`src/fos_pkg.sv`:
```
// Package for the flash OTP program sequencer host: timing, device map, own registers.
package fos_pkg;

  // ---------------------------------------------------------------------
  // Timing
  // ---------------------------------------------------------------------
  localparam int CLK_MHZ      = 100;
  localparam int T_WE_LOW_NS  = 50;   // Least write strobe width
  localparam int T_WE_HIGH_NS = 30;   // Least strobe high time after a write
  localparam int T_READ_NS    = 100;  // Least access time before sampling

  // Least times round up, never below one cycle
  function automatic int ns2cyc(int ns);
    int c;
    c = (ns * CLK_MHZ + 999) / 1000;
    return (c < 1) ? 1 : c;
  endfunction

  localparam logic [7:0] WE_CYC = 8'(ns2cyc(T_WE_LOW_NS));
  localparam logic [7:0] WR_END = 8'(ns2cyc(T_WE_LOW_NS) + ns2cyc(T_WE_HIGH_NS));
  localparam logic [7:0] RD_END = 8'(ns2cyc(T_READ_NS) + 1);

  // ---------------------------------------------------------------------
  // Device map (query offsets, security area, status bits)
  // ---------------------------------------------------------------------
  localparam logic [7:0]  QRY_PROT_FIELDS = 8'h43;
  localparam logic [7:0]  QRY_LOCK_LO     = 8'h44;
  localparam logic [7:0]  QRY_LOCK_HI     = 8'h45;
  localparam logic [7:0]  QRY_FACT_EXP    = 8'h46;
  localparam logic [7:0]  QRY_USER_EXP    = 8'h47;
  localparam logic [15:0] EXP_PROT_FIELDS = 16'h0001;
  localparam logic [15:0] EXP_LOCK_LO     = 16'h0080;
  localparam logic [15:0] EXP_LOCK_HI     = 16'h0000;
  localparam logic [15:0] EXP_BYTES_EXP   = 16'h0003;
  localparam logic [7:0]  SEC_LOCK_WORD   = 8'h80;
  localparam logic [7:0]  SEC_SERIAL      = 8'h81;
  localparam logic [7:0]  SEC_USER_OTP    = 8'h85;
  localparam logic [7:0]  SEC_USER_LAST   = 8'h8C;
  localparam int          SR_READY        = 7;
  localparam logic [7:0]  SR_ERR_MASK     = 8'h1A;  // Protected block, voltage, program error

  // ---------------------------------------------------------------------
  // Own registers
  // ---------------------------------------------------------------------
  localparam logic [7:0] REG_CTRL     = 8'h00;
  localparam logic [7:0] REG_ADDR     = 8'h04;
  localparam logic [7:0] REG_DATA0    = 8'h08;  // Four words, 08h to 14h
  localparam logic [7:0] REG_STAT     = 8'h18;
  localparam logic [7:0] REG_RDATA    = 8'h1C;
  localparam logic [7:0] REG_IRQ_STAT = 8'h20;
  localparam logic [7:0] REG_IRQ_MASK = 8'h24;
  localparam int CTRL_START  = 0;
  localparam int CTRL_OP_LSB = 1;
  localparam int CTRL_DEFER  = 4;
  localparam int IRQ_DONE    = 0;
  localparam int IRQ_ERR     = 1;
  localparam int IRQ_REFUSED = 2;
  localparam int IRQ_W       = 3;

  typedef enum logic [2:0] {
    OP_PROG   = 3'b000,
    OP_DWORD  = 3'b001,
    OP_QWORD  = 3'b010,
    OP_PROT   = 3'b011,
    OP_CLEAR  = 3'b100,
    OP_QUERY  = 3'b101,
    OP_STATUS = 3'b110,
    OP_ARRAY  = 3'b111
  } fos_op_t;

  typedef enum logic [2:0] {
    S_IDLE = 3'b000,
    S_CMD  = 3'b001,
    S_DATA = 3'b010,
    S_POLL = 3'b011,
    S_READ = 3'b100,
    S_FIN  = 3'b101
  } fos_state_t;

  typedef struct packed {
    logic        ce_n;
    logic        oe_n;
    logic        we_n;
    logic        dq_oe_n;
    logic [20:0] addr;
    logic [15:0] dq;
  } fos_pins_t;

endpackage

```
`src/fos_host.sv`:
```
// Host sequencer driving a 16-bit NOR flash for program, OTP program and status work.
// Functional notes
// - Error flags stay set; check after each program or after a sequence.
// - After an error, clear status before any further program.
// - Double word addresses differ only in the lowest address bit.
// - Quad word addresses differ only in the two lowest bits.
module fos_host
  import fos_pkg::*;
#(
  parameter logic [7:0] CMD_PROGRAM  = 8'h40,
  parameter logic [7:0] CMD_DWORD    = 8'h30,
  parameter logic [7:0] CMD_QWORD    = 8'h56,
  parameter logic [7:0] CMD_PROT     = 8'hC0,
  parameter logic [7:0] CMD_CLEAR    = 8'h50,
  parameter logic [7:0] CMD_QUERY    = 8'h98,
  parameter logic [7:0] CMD_STATUS   = 8'h70,
  parameter logic [7:0] CMD_ARRAY    = 8'hFF
) (
  input  wire logic        clk_i,
  input  wire logic        rst_n_i,
  input  wire logic        en_i,
  input  wire logic [7:0]  reg_addr_i,
  input  wire logic [31:0] reg_wdata_i,
  input  wire logic        reg_we_i,
  input  wire logic        reg_re_i,
  output logic      [31:0] reg_rdata_o,
  output logic             irq_o,
  output fos_pins_t        fl_o,
  input  wire logic [15:0] fl_dq_i
);

  // ---------------------------------------------------------------------
  // Helpers
  // ---------------------------------------------------------------------
  function automatic logic is_prog(fos_op_t op);
    return ~op[2];
  endfunction

  function automatic logic [1:0] last_idx(fos_op_t op);
    return (op == OP_QWORD) ? 2'd3 : (op == OP_DWORD) ? 2'd1 : 2'd0;
  endfunction

  // Group address forced from the base, so the group can never straddle
  function automatic logic [20:0] word_addr(logic [20:0] b, logic [1:0] i, fos_op_t op);
    if (op == OP_QWORD) return {b[20:2], i};
    if (op == OP_DWORD) return {b[20:1], i[0]};
    return b;
  endfunction

  function automatic logic [7:0] cmd_of(fos_op_t op);
    unique case (op)
      OP_PROG:   return CMD_PROGRAM;
      OP_DWORD:  return CMD_DWORD;
      OP_QWORD:  return CMD_QWORD;
      OP_PROT:   return CMD_PROT;
      OP_CLEAR:  return CMD_CLEAR;
      OP_QUERY:  return CMD_QUERY;
      OP_STATUS: return CMD_STATUS;
      OP_ARRAY:  return CMD_ARRAY;
    endcase
  endfunction

  // ---------------------------------------------------------------------
  // State
  // ---------------------------------------------------------------------
  fos_state_t          state_q, state_d;
  fos_op_t             op_q, op_d;
  logic [7:0]          cnt_q, cnt_d;
  logic [1:0]          idx_q, idx_d;
  logic                defer_q, defer_d;
  logic [20:0]         addr_q, addr_d;
  logic [3:0][15:0]    data_q, data_d;
  logic                err_pend_q, err_pend_d;
  logic [7:0]          fsr_q, fsr_d;
  logic [15:0]         rdata_q, rdata_d;
  logic [IRQ_W-1:0]    irq_stat_q, irq_stat_d;
  logic [IRQ_W-1:0]    irq_mask_q, irq_mask_d;
  logic [31:0]         bus_rd_q, bus_rd_d;
  fos_pins_t           pins_q, pins_d;
  logic [IRQ_W-1:0]    ev;
  logic                start_w;
  fos_op_t             op_w;
  logic [20:0]         wa;

  assign start_w = reg_we_i && reg_addr_i == REG_CTRL && reg_wdata_i[CTRL_START];
  assign op_w    = fos_op_t'(reg_wdata_i[CTRL_OP_LSB +: 3]);
  assign wa      = word_addr(addr_q, idx_q, op_q);

  // ---------------------------------------------------------------------
  // Sequencer and register file
  // ---------------------------------------------------------------------
  // Settings other than the IRQ mask are only taken while idle, so an op never sees its words change
  always_comb begin
    state_d    = state_q;
    op_d       = op_q;
    cnt_d      = cnt_q;
    idx_d      = idx_q;
    defer_d    = defer_q;
    addr_d     = addr_q;
    data_d     = data_q;
    err_pend_d = err_pend_q;
    fsr_d      = fsr_q;
    rdata_d    = rdata_q;
    irq_mask_d = irq_mask_q;
    ev         = '0;
    if (state_q != S_IDLE) begin
      cnt_d = cnt_q + 8'd1;
    end
    unique case (state_q)
      S_IDLE: begin
        cnt_d = 8'd0;
        if (reg_we_i && reg_addr_i == REG_ADDR) begin
          addr_d = reg_wdata_i[20:0];
        end
        for (int i = 0; i < 4; i++) begin
          if (reg_we_i && reg_addr_i == REG_DATA0 + 8'(4 * i)) begin
            data_d[i] = reg_wdata_i[15:0];
          end
        end
        if (start_w) begin
          if (is_prog(op_w) && err_pend_q) begin
            ev[IRQ_REFUSED] = 1'b1;
          end else begin
            op_d    = op_w;
            defer_d = reg_wdata_i[CTRL_DEFER];
            state_d = S_CMD;
          end
        end
      end
      S_CMD: begin
        if (cnt_q == WR_END) begin
          cnt_d   = 8'd0;
          idx_d   = 2'd0;
          state_d = is_prog(op_q) ? S_DATA : (op_q == OP_CLEAR) ? S_FIN : S_READ;
        end
      end
      S_DATA: begin
        if (cnt_q == WR_END) begin
          cnt_d = 8'd0;
          idx_d = idx_q + 2'd1;
          if (idx_q == last_idx(op_q)) begin
            state_d = S_POLL;
          end
        end
      end
      S_POLL: begin
        // Flash shows status after a program; re-read until it is ready
        if (cnt_q == RD_END) begin
          cnt_d = 8'd0;
          fsr_d = fl_dq_i[7:0];
          if (fl_dq_i[SR_READY]) begin
            state_d = S_FIN;
          end
        end
      end
      S_READ: begin
        if (cnt_q == RD_END) begin
          rdata_d = fl_dq_i;
          if (op_q == OP_STATUS) begin
            fsr_d = fl_dq_i[7:0];
          end
          state_d = S_FIN;
        end
      end
      S_FIN: begin
        state_d        = S_IDLE;
        ev[IRQ_DONE]   = 1'b1;
        if (op_q == OP_CLEAR) begin
          err_pend_d = 1'b0;
        end else if (((is_prog(op_q) && !defer_q) || op_q == OP_STATUS) &&
                     |(fsr_q & SR_ERR_MASK)) begin
          err_pend_d    = 1'b1;
          ev[IRQ_ERR]   = 1'b1;
        end
      end
      default: state_d = S_IDLE;
    endcase
    if (reg_we_i && reg_addr_i == REG_IRQ_MASK) begin
      irq_mask_d = reg_wdata_i[IRQ_W-1:0];
    end
    // New events win over a write-one clear in the same cycle
    irq_stat_d = irq_stat_q | ev;
    if (reg_we_i && reg_addr_i == REG_IRQ_STAT) begin
      irq_stat_d = (irq_stat_q & ~reg_wdata_i[IRQ_W-1:0]) | ev;
    end
    bus_rd_d = 32'h0000_0000;
    if (reg_re_i) begin
      unique case (reg_addr_i)
        REG_CTRL:     bus_rd_d = {27'd0, defer_q, op_q, 1'b0};
        REG_ADDR:     bus_rd_d = {11'd0, addr_q};
        REG_STAT:     bus_rd_d = {16'd0, fsr_q, 6'd0, err_pend_q, state_q != S_IDLE};
        REG_RDATA:    bus_rd_d = {16'd0, rdata_q};
        REG_IRQ_STAT: bus_rd_d = {29'd0, irq_stat_q};
        REG_IRQ_MASK: bus_rd_d = {29'd0, irq_mask_q};
        default: begin
          for (int i = 0; i < 4; i++) begin
            if (reg_addr_i == REG_DATA0 + 8'(4 * i)) begin
              bus_rd_d = {16'd0, data_q[i]};
            end
          end
        end
      endcase
    end
  end

  // ---------------------------------------------------------------------
  // Pin decode, registered one cycle behind the sequencer
  // ---------------------------------------------------------------------
  // The lag is folded into RD_END, so sampling still sees a full access time
  always_comb begin
    pins_d         = pins_q;
    pins_d.ce_n    = 1'b1;
    pins_d.oe_n    = 1'b1;
    pins_d.we_n    = 1'b1;
    pins_d.dq_oe_n = 1'b1;
    unique case (state_q)
      S_CMD, S_DATA: begin
        pins_d.ce_n    = 1'b0;
        pins_d.dq_oe_n = 1'b0;
        pins_d.we_n    = !(cnt_q >= 8'd1 && cnt_q <= WE_CYC);
        pins_d.addr    = (state_q == S_CMD) ? addr_q : wa;
        pins_d.dq      = (state_q == S_CMD) ? {8'h00, cmd_of(op_q)} : data_q[idx_q];
      end
      S_POLL, S_READ: begin
        pins_d.ce_n = 1'b0;
        pins_d.oe_n = (cnt_q == 8'd0);
        pins_d.addr = addr_q;
      end
      default: ;
    endcase
  end

  // ---------------------------------------------------------------------
  // Registers
  // ---------------------------------------------------------------------
  always_ff @(posedge clk_i) begin
    if (!rst_n_i) begin
      state_q    <= S_IDLE;
      op_q       <= OP_PROG;
      cnt_q      <= 8'h00;
      idx_q      <= 2'd0;
      defer_q    <= 1'b0;
      addr_q     <= '0;
      data_q     <= '0;
      err_pend_q <= 1'b0;
      fsr_q      <= 8'h00;
      rdata_q    <= 16'h0000;
      irq_stat_q <= '0;
      irq_mask_q <= '0;
      bus_rd_q   <= 32'h0000_0000;
      pins_q     <= '{ce_n: 1'b1, oe_n: 1'b1, we_n: 1'b1, dq_oe_n: 1'b1,
                      addr: '0, dq: 16'h0000};
    end else if (en_i) begin
      state_q    <= state_d;
      op_q       <= op_d;
      cnt_q      <= cnt_d;
      idx_q      <= idx_d;
      defer_q    <= defer_d;
      addr_q     <= addr_d;
      data_q     <= data_d;
      err_pend_q <= err_pend_d;
      fsr_q      <= fsr_d;
      rdata_q    <= rdata_d;
      irq_stat_q <= irq_stat_d;
      irq_mask_q <= irq_mask_d;
      bus_rd_q   <= bus_rd_d;
      pins_q     <= pins_d;
    end
  end

  assign reg_rdata_o = bus_rd_q;
  assign irq_o       = |(irq_stat_q & irq_mask_q);
  assign fl_o        = pins_q;
endmodule

```
`config.mk`:
```
export PLATFORM = sky130hd
export DESIGN_NAME = fos_host
export DESIGN_NICKNAME = d
export VERILOG_FILES = /design/src/fos_pkg.sv /design/src/fos_host.sv
export SDC_FILE = /design/constraint.sdc
export NUM_CORES = 1
export LEC_CHECK = 0
export BUFFER_PORTS_ARGS = -buffer_cell sky130_fd_sc_hd__buf_2
export CAP_MARGIN = 20
export CORE_MARGIN = 8
export CORE_UTILIZATION = 30
export CTS_BUF_LIST = sky130_fd_sc_hd__clkbuf_2 sky130_fd_sc_hd__clkbuf_4 sky130_fd_sc_hd__clkbuf_8
export DETAILED_ROUTE_END_ITERATION = 16
export SYNTH_ARGS = -nofsm -noshare
export SYNTH_HDL_FRONTEND = slang
export SYNTH_SLANG_ARGS = --single-unit
export TNS_END_PERCENT = 1
```
`constraint.sdc`:
```
create_clock -name clk_i -period 5.15 [get_ports clk_i]
set_input_delay 1.545 -clock clk_i [delete_from_list [all_inputs] [get_ports clk_i]]
set_output_delay 1.545 -clock clk_i [all_outputs]
set_load 0.01 [all_outputs]
```
Word-level counts from Yosys, hierarchy flattened
Memories as Yosys holds them, arrays and structs flattened. A register that Yosys moved wholly into a read port is not among the register bits.
Index checks and enable logic that the tools add are counted.
- ROM bits: 64
- memories kept: 1
- output and inout port bits: 74
- register bits: 206
- memory list (memory ; words ; bits a word ; read ports ; clocked after memory_dff ; write ports ; line ; source):
    (name not given) ; 8 ; 8 ; 1 ; 1 ; 0 ; fos_host.sv:51 ; unique case (op)
- eq/ne operators: 30
- add/sub/neg operators: 2
- multiplexer cells: 56
- magnitude comparators: 3
- bitwise logic cells: 8
- reduce and logical (&&, ||, !) cells: 43
- operators by type and width (kind ; number):
    32-bit case mux with 6 select lines ; 1
    32-bit two-way mux ; 4
    21-bit two-way mux ; 5
    16-bit two-way mux ; 3
    8-bit two-way mux ; 6
    21-bit case mux with 2 select lines ; 1
    3-bit two-way mux ; 12
    16-bit binary-select mux with 2-bit select ; 1
    8-bit by 4-bit equality test with 1-bit output (second input constant) ; 4
    8-bit by 5-bit equality test with 1-bit output (second input constant) ; 4
    8-bit case mux with 3 select lines ; 1
    3-bit AND reduction ; 7
    2-bit != test (second input constant) ; 9
    8-bit by 6-bit equality test with 1-bit output (second input constant) ; 2
    8-bit logical NOT ; 2
    8-bit case mux with 2 select lines ; 1
    3-bit case mux with 5 select lines ; 1
    1-bit two-way mux ; 14
    1-bit logical AND ; 13
    3-bit equality test (second input constant) ; 4
    2-bit two-way mux ; 5
    3-bit by 2-bit equality test with 1-bit output (second input constant) ; 3
    9-bit AND reduction ; 1
    8-bit by 1-bit adder with 8-bit output (second input constant) ; 1
    other kinds (23) ; 37

Depth between registers and ports, before layout
- word-level depth: 9
- gate-level depth with buffers: 9
- mapped depth without buffers: 8

Worst setup path before layout
OpenSTA, ideal clock, no wires.
- kind: in2reg
- from: in reg_addr_i[5]
- to: reg (tool-made name)
- cell stages on the path: 8
- data required time: 5.036 ns
- arrival: 3.349 ns
- path slack: 1.687 ns
- setup time: 0.114 ns
- cell sequence: buf_2 nor4_4 nand2_2 nor4_2 o21ai_0 ha_1 and3_1 a21o_1
- RTL lines (element ; line ; source):
    start, declared ; fos_host.sv:22 ; input wire logic [7:0] reg_addr_i,

==> flow_summary.toml <==
[yosys]
seq_area_frac_synth_pct = 42.7
synth_top_family_by_area = "simple AND/OR/NAND/NOR gates"
synth_simple_gate_area_share_pct = 19.7
ys_async_sr_fraction_pct = 0
synth_fa_ha_area_share_pct = 1.06
syn_area_um2 = 9470
synth-seq-cells = 202
synthDistinctLibCells = 64
synth_ff_type = "dfxtp_1"
yosys_warnings = 0
synth.avg_cell_area_um2 = 9.13
synth_enable_flop_cells = 0
synth-compound-area-share_pct = 18.6
synth_cells = 1037
synthMuxAreaShare_pct = 12.3
synth_xor_area_share_pct = 0.740

[clocking]
postCtsHoldBufs = 0
insertion_delay_ns = 0.52
clk_pin_slew_ns = 0.06
cts_made_buffers = 34
cts.sinks = 202
post_cts_buffers = 0
root_buffer = "clkbuf_8"
cts_tree = "built"
clock_path_buffers = 3
htree_levels = 2
cts_resized = 0

[hold_path]
worstHoldStart = "fl_o[32]"
hp-class = "flop to flop"
whs_endpoint = "fl_o[32]"
min_path_cells = 2

[worst_setup_path]
path_buf_inv = 1
path_cells = "buf_2 > nor4_4 > nand2_2 > nor4_2 > o21ai_0 > ha_1 > and3_1 > a21o_1"
cp_top_family = "simple AND/OR/NAND/NOR gates"
required_ns = 5.57
crit_path_start_kind = "input pin"
slowest_stage = "nor4_2"
r2r_setup_slack_ns = 2.18
cp_slowest_stage_delay_ns = 0.65
path_max_fanout = 7
reg2regPathDepth = 7
endpoint_kind = "flop"
critPathKind = "input pin to flop"
arrival_ns = 3.95
r2r_start = "state_q[1]"

[floorplanning]
chipWidth_um = 194
start_util_pct = 30.2
rows = 65
die_area_um2 = 37500
coreArea_um2 = 31300
num_io_pins = 135
die_h_um = 194

[grt]
grt_max_degree = 95
grt_pass1_vias = 7748
antenna_found_initial = 6
grt_usage_pct = 14.8
global_route.overflow_total = 0
grt_pass1_wl_um = 44900

[sta]
slew_headroom_pct = 25.8
tns_ns = 0
slew_viol_final = 0
setup_viol = 0
fmax_ghz = 0.283
hold_viol = 0
whs_ns = 0.459
final.min_clock_period_ns = 3.53
rsz0062_at_grt = "no"
fin_skew_ns = 0.0128
min_period_over_period_pct = 68.6
tightest_slew_ns = 1.11

[routing]
drt_iter0_drc = 460
drt.antenna.violating_nets = 0
via_per_inst = 4.93
vias = 7623
routedWlPerCell_um = 18.5
drc = 0
wirelength_um = 28600
firstDrtPassIters = 6

[run_status]
status = "finished clean"

[power_and_ir_drop]
p_per_area_nw_per_um2 = 285
power_w = 0.00313
ir_drop_v = 0.000124
power_leakage_nw = 4.30

[final_layout]
utilization_pct = 35.1
layout_commonest_cell = "dfxtp_1"
design_area_um2 = 11000
final_cell_mix = "dfxtp_1 (202), nand2_1 (200), buf_2 (111)"
area_growth_pct = 16.1
nets = 1189
layout-drive-gt1-share_pct = 19.8

[place]
globalplace.congestion = 0.851
dp_hpwl_um = 20400
io_buffers = 112
dpl-instance-area_um2 = 10300

[job]
cap_violations = 0
## layout make-up
cell class                 count  area, um2
clock buffer                  54        674
timing repair buffer         130        702
multi-input combinational    741       5010
antenna                        3       7.51
inverter                      11       41.3
tap                          402        503
fill                        3221      20300
sequential                   202       4040
clock inverter                 2       12.5
## where the power goes
group          total [W]  switching (W)  internal, W
Sequential       0.00157     0.00000123      0.00156
Combinational   0.000123      0.0000785    0.0000447
Clock            0.00145       0.000622     0.000824
## kinds of logic (layout without fill, tap and decap cells)
logic type	Yosys count	count (layout)
other	1	14
and+or+nand+nor	384	384
adders and majority gates	8	8
buffers and inverters	104	197
DFF	202	202
AOI/OAI and AO/OA	235	235
muxes	95	95
xor gates and xnor gates	8	8
## synth_stat cells (3+ instances only)
library cell / n / area share [%]
a211oi_1: 3 / 0.24
a21boi_0: 79 / 6.3
a21oi_1: 23 / 1.2
a221o_1: 14 / 1.5
a221oi_1: 14 / 1.3
a22o_1: 19 / 1.8
a22oi_1: 12 / 0.95
a31oi_1: 3 / 0.20
and2_1: 8 / 0.53
and3_1: 8 / 0.53
buf_2: 16 / 0.85
buf_4: 12 / 0.95
clkbuf_1: 63 / 2.5
dfxtp_1: 202 / 43
ha_1: 8 / 1.1
inv_1: 11 / 0.44
mux2_2: 12 / 1.4
mux2i_1: 67 / 7.1
mux4_2: 16 / 3.8
nand2_1: 200 / 7.9
nand2b_1: 7 / 0.46
nand3_1: 18 / 0.95
nand4_1: 7 / 0.46
nor2_1: 28 / 1.1
nor2b_1: 79 / 5.2
nor3_1: 5 / 0.26
o211a_1: 9 / 0.95
o21ai_0: 24 / 1.3
o31ai_1: 18 / 1.4
xnor2_1: 3 / 0.28
xor2_1: 5 / 0.46
## per-layer routing
| metal | track usage, % | vias up | share of wire [%] |
|---|---|---|---|
| met5 | 0 | - | 0.14 |
| met4 | 5.42 | 6 | 2.9 |
| met3 | 3.44 | 53 | 5.1 |
| met2 | 25.4 | 194 | 48 |
| met1 | 17.9 | 3576 | 44 |
| li1 | - | 3794 | - |
## sequential cells by signal, summed over array words and instances (netlist names), named ones only
| name | flops |
|---|---|
| data_q | 64 |
| defer_q | 1 |
| fl_o | 41 |
| state_q | 3 |
| addr_q | 21 |
| op_q | 3 |
| cnt_q | 8 |
| idx_q | 2 |
| irq_stat_q | 3 |
| err_pend_q | 1 |
| fsr_q | 8 |
| irq_mask_q | 3 |
| reg_rdata_o | 21 |
| rdata_q | 16 |
## per-stage QoR
stage | setup slack [ns] | instances
after floorplan | 1.69 | 1047
after global placement | 1.08 | 1485
after detailed placement | 1.05 | 1485
after CTS | 1.59 | 1541
after global routing | 1.42 | 1544
final | 1.62 | 1545
## worst min-delay path, cell delays in order, from the launching register on
cell and delay, ns:
dfxtp_1 0.30, nand2_1 0.04, a21boi_0 0.06
## worst max path at each step
stage,startpoint,cells after the start,end,slack (ns)
floorplan,reg_addr_i[5],8,flop,1.69
global placement,reg_addr_i[7],8,flop,1.08
global route,reg_addr_i[7],8,flop,1.42
finish,reg_addr_i[7],8,flop,1.62
detailed placement,reg_addr_i[7],8,flop,1.05
CTS,reg_addr_i[7],8,flop,1.59
Note: power is estimated with default switching activity, not from simulation.
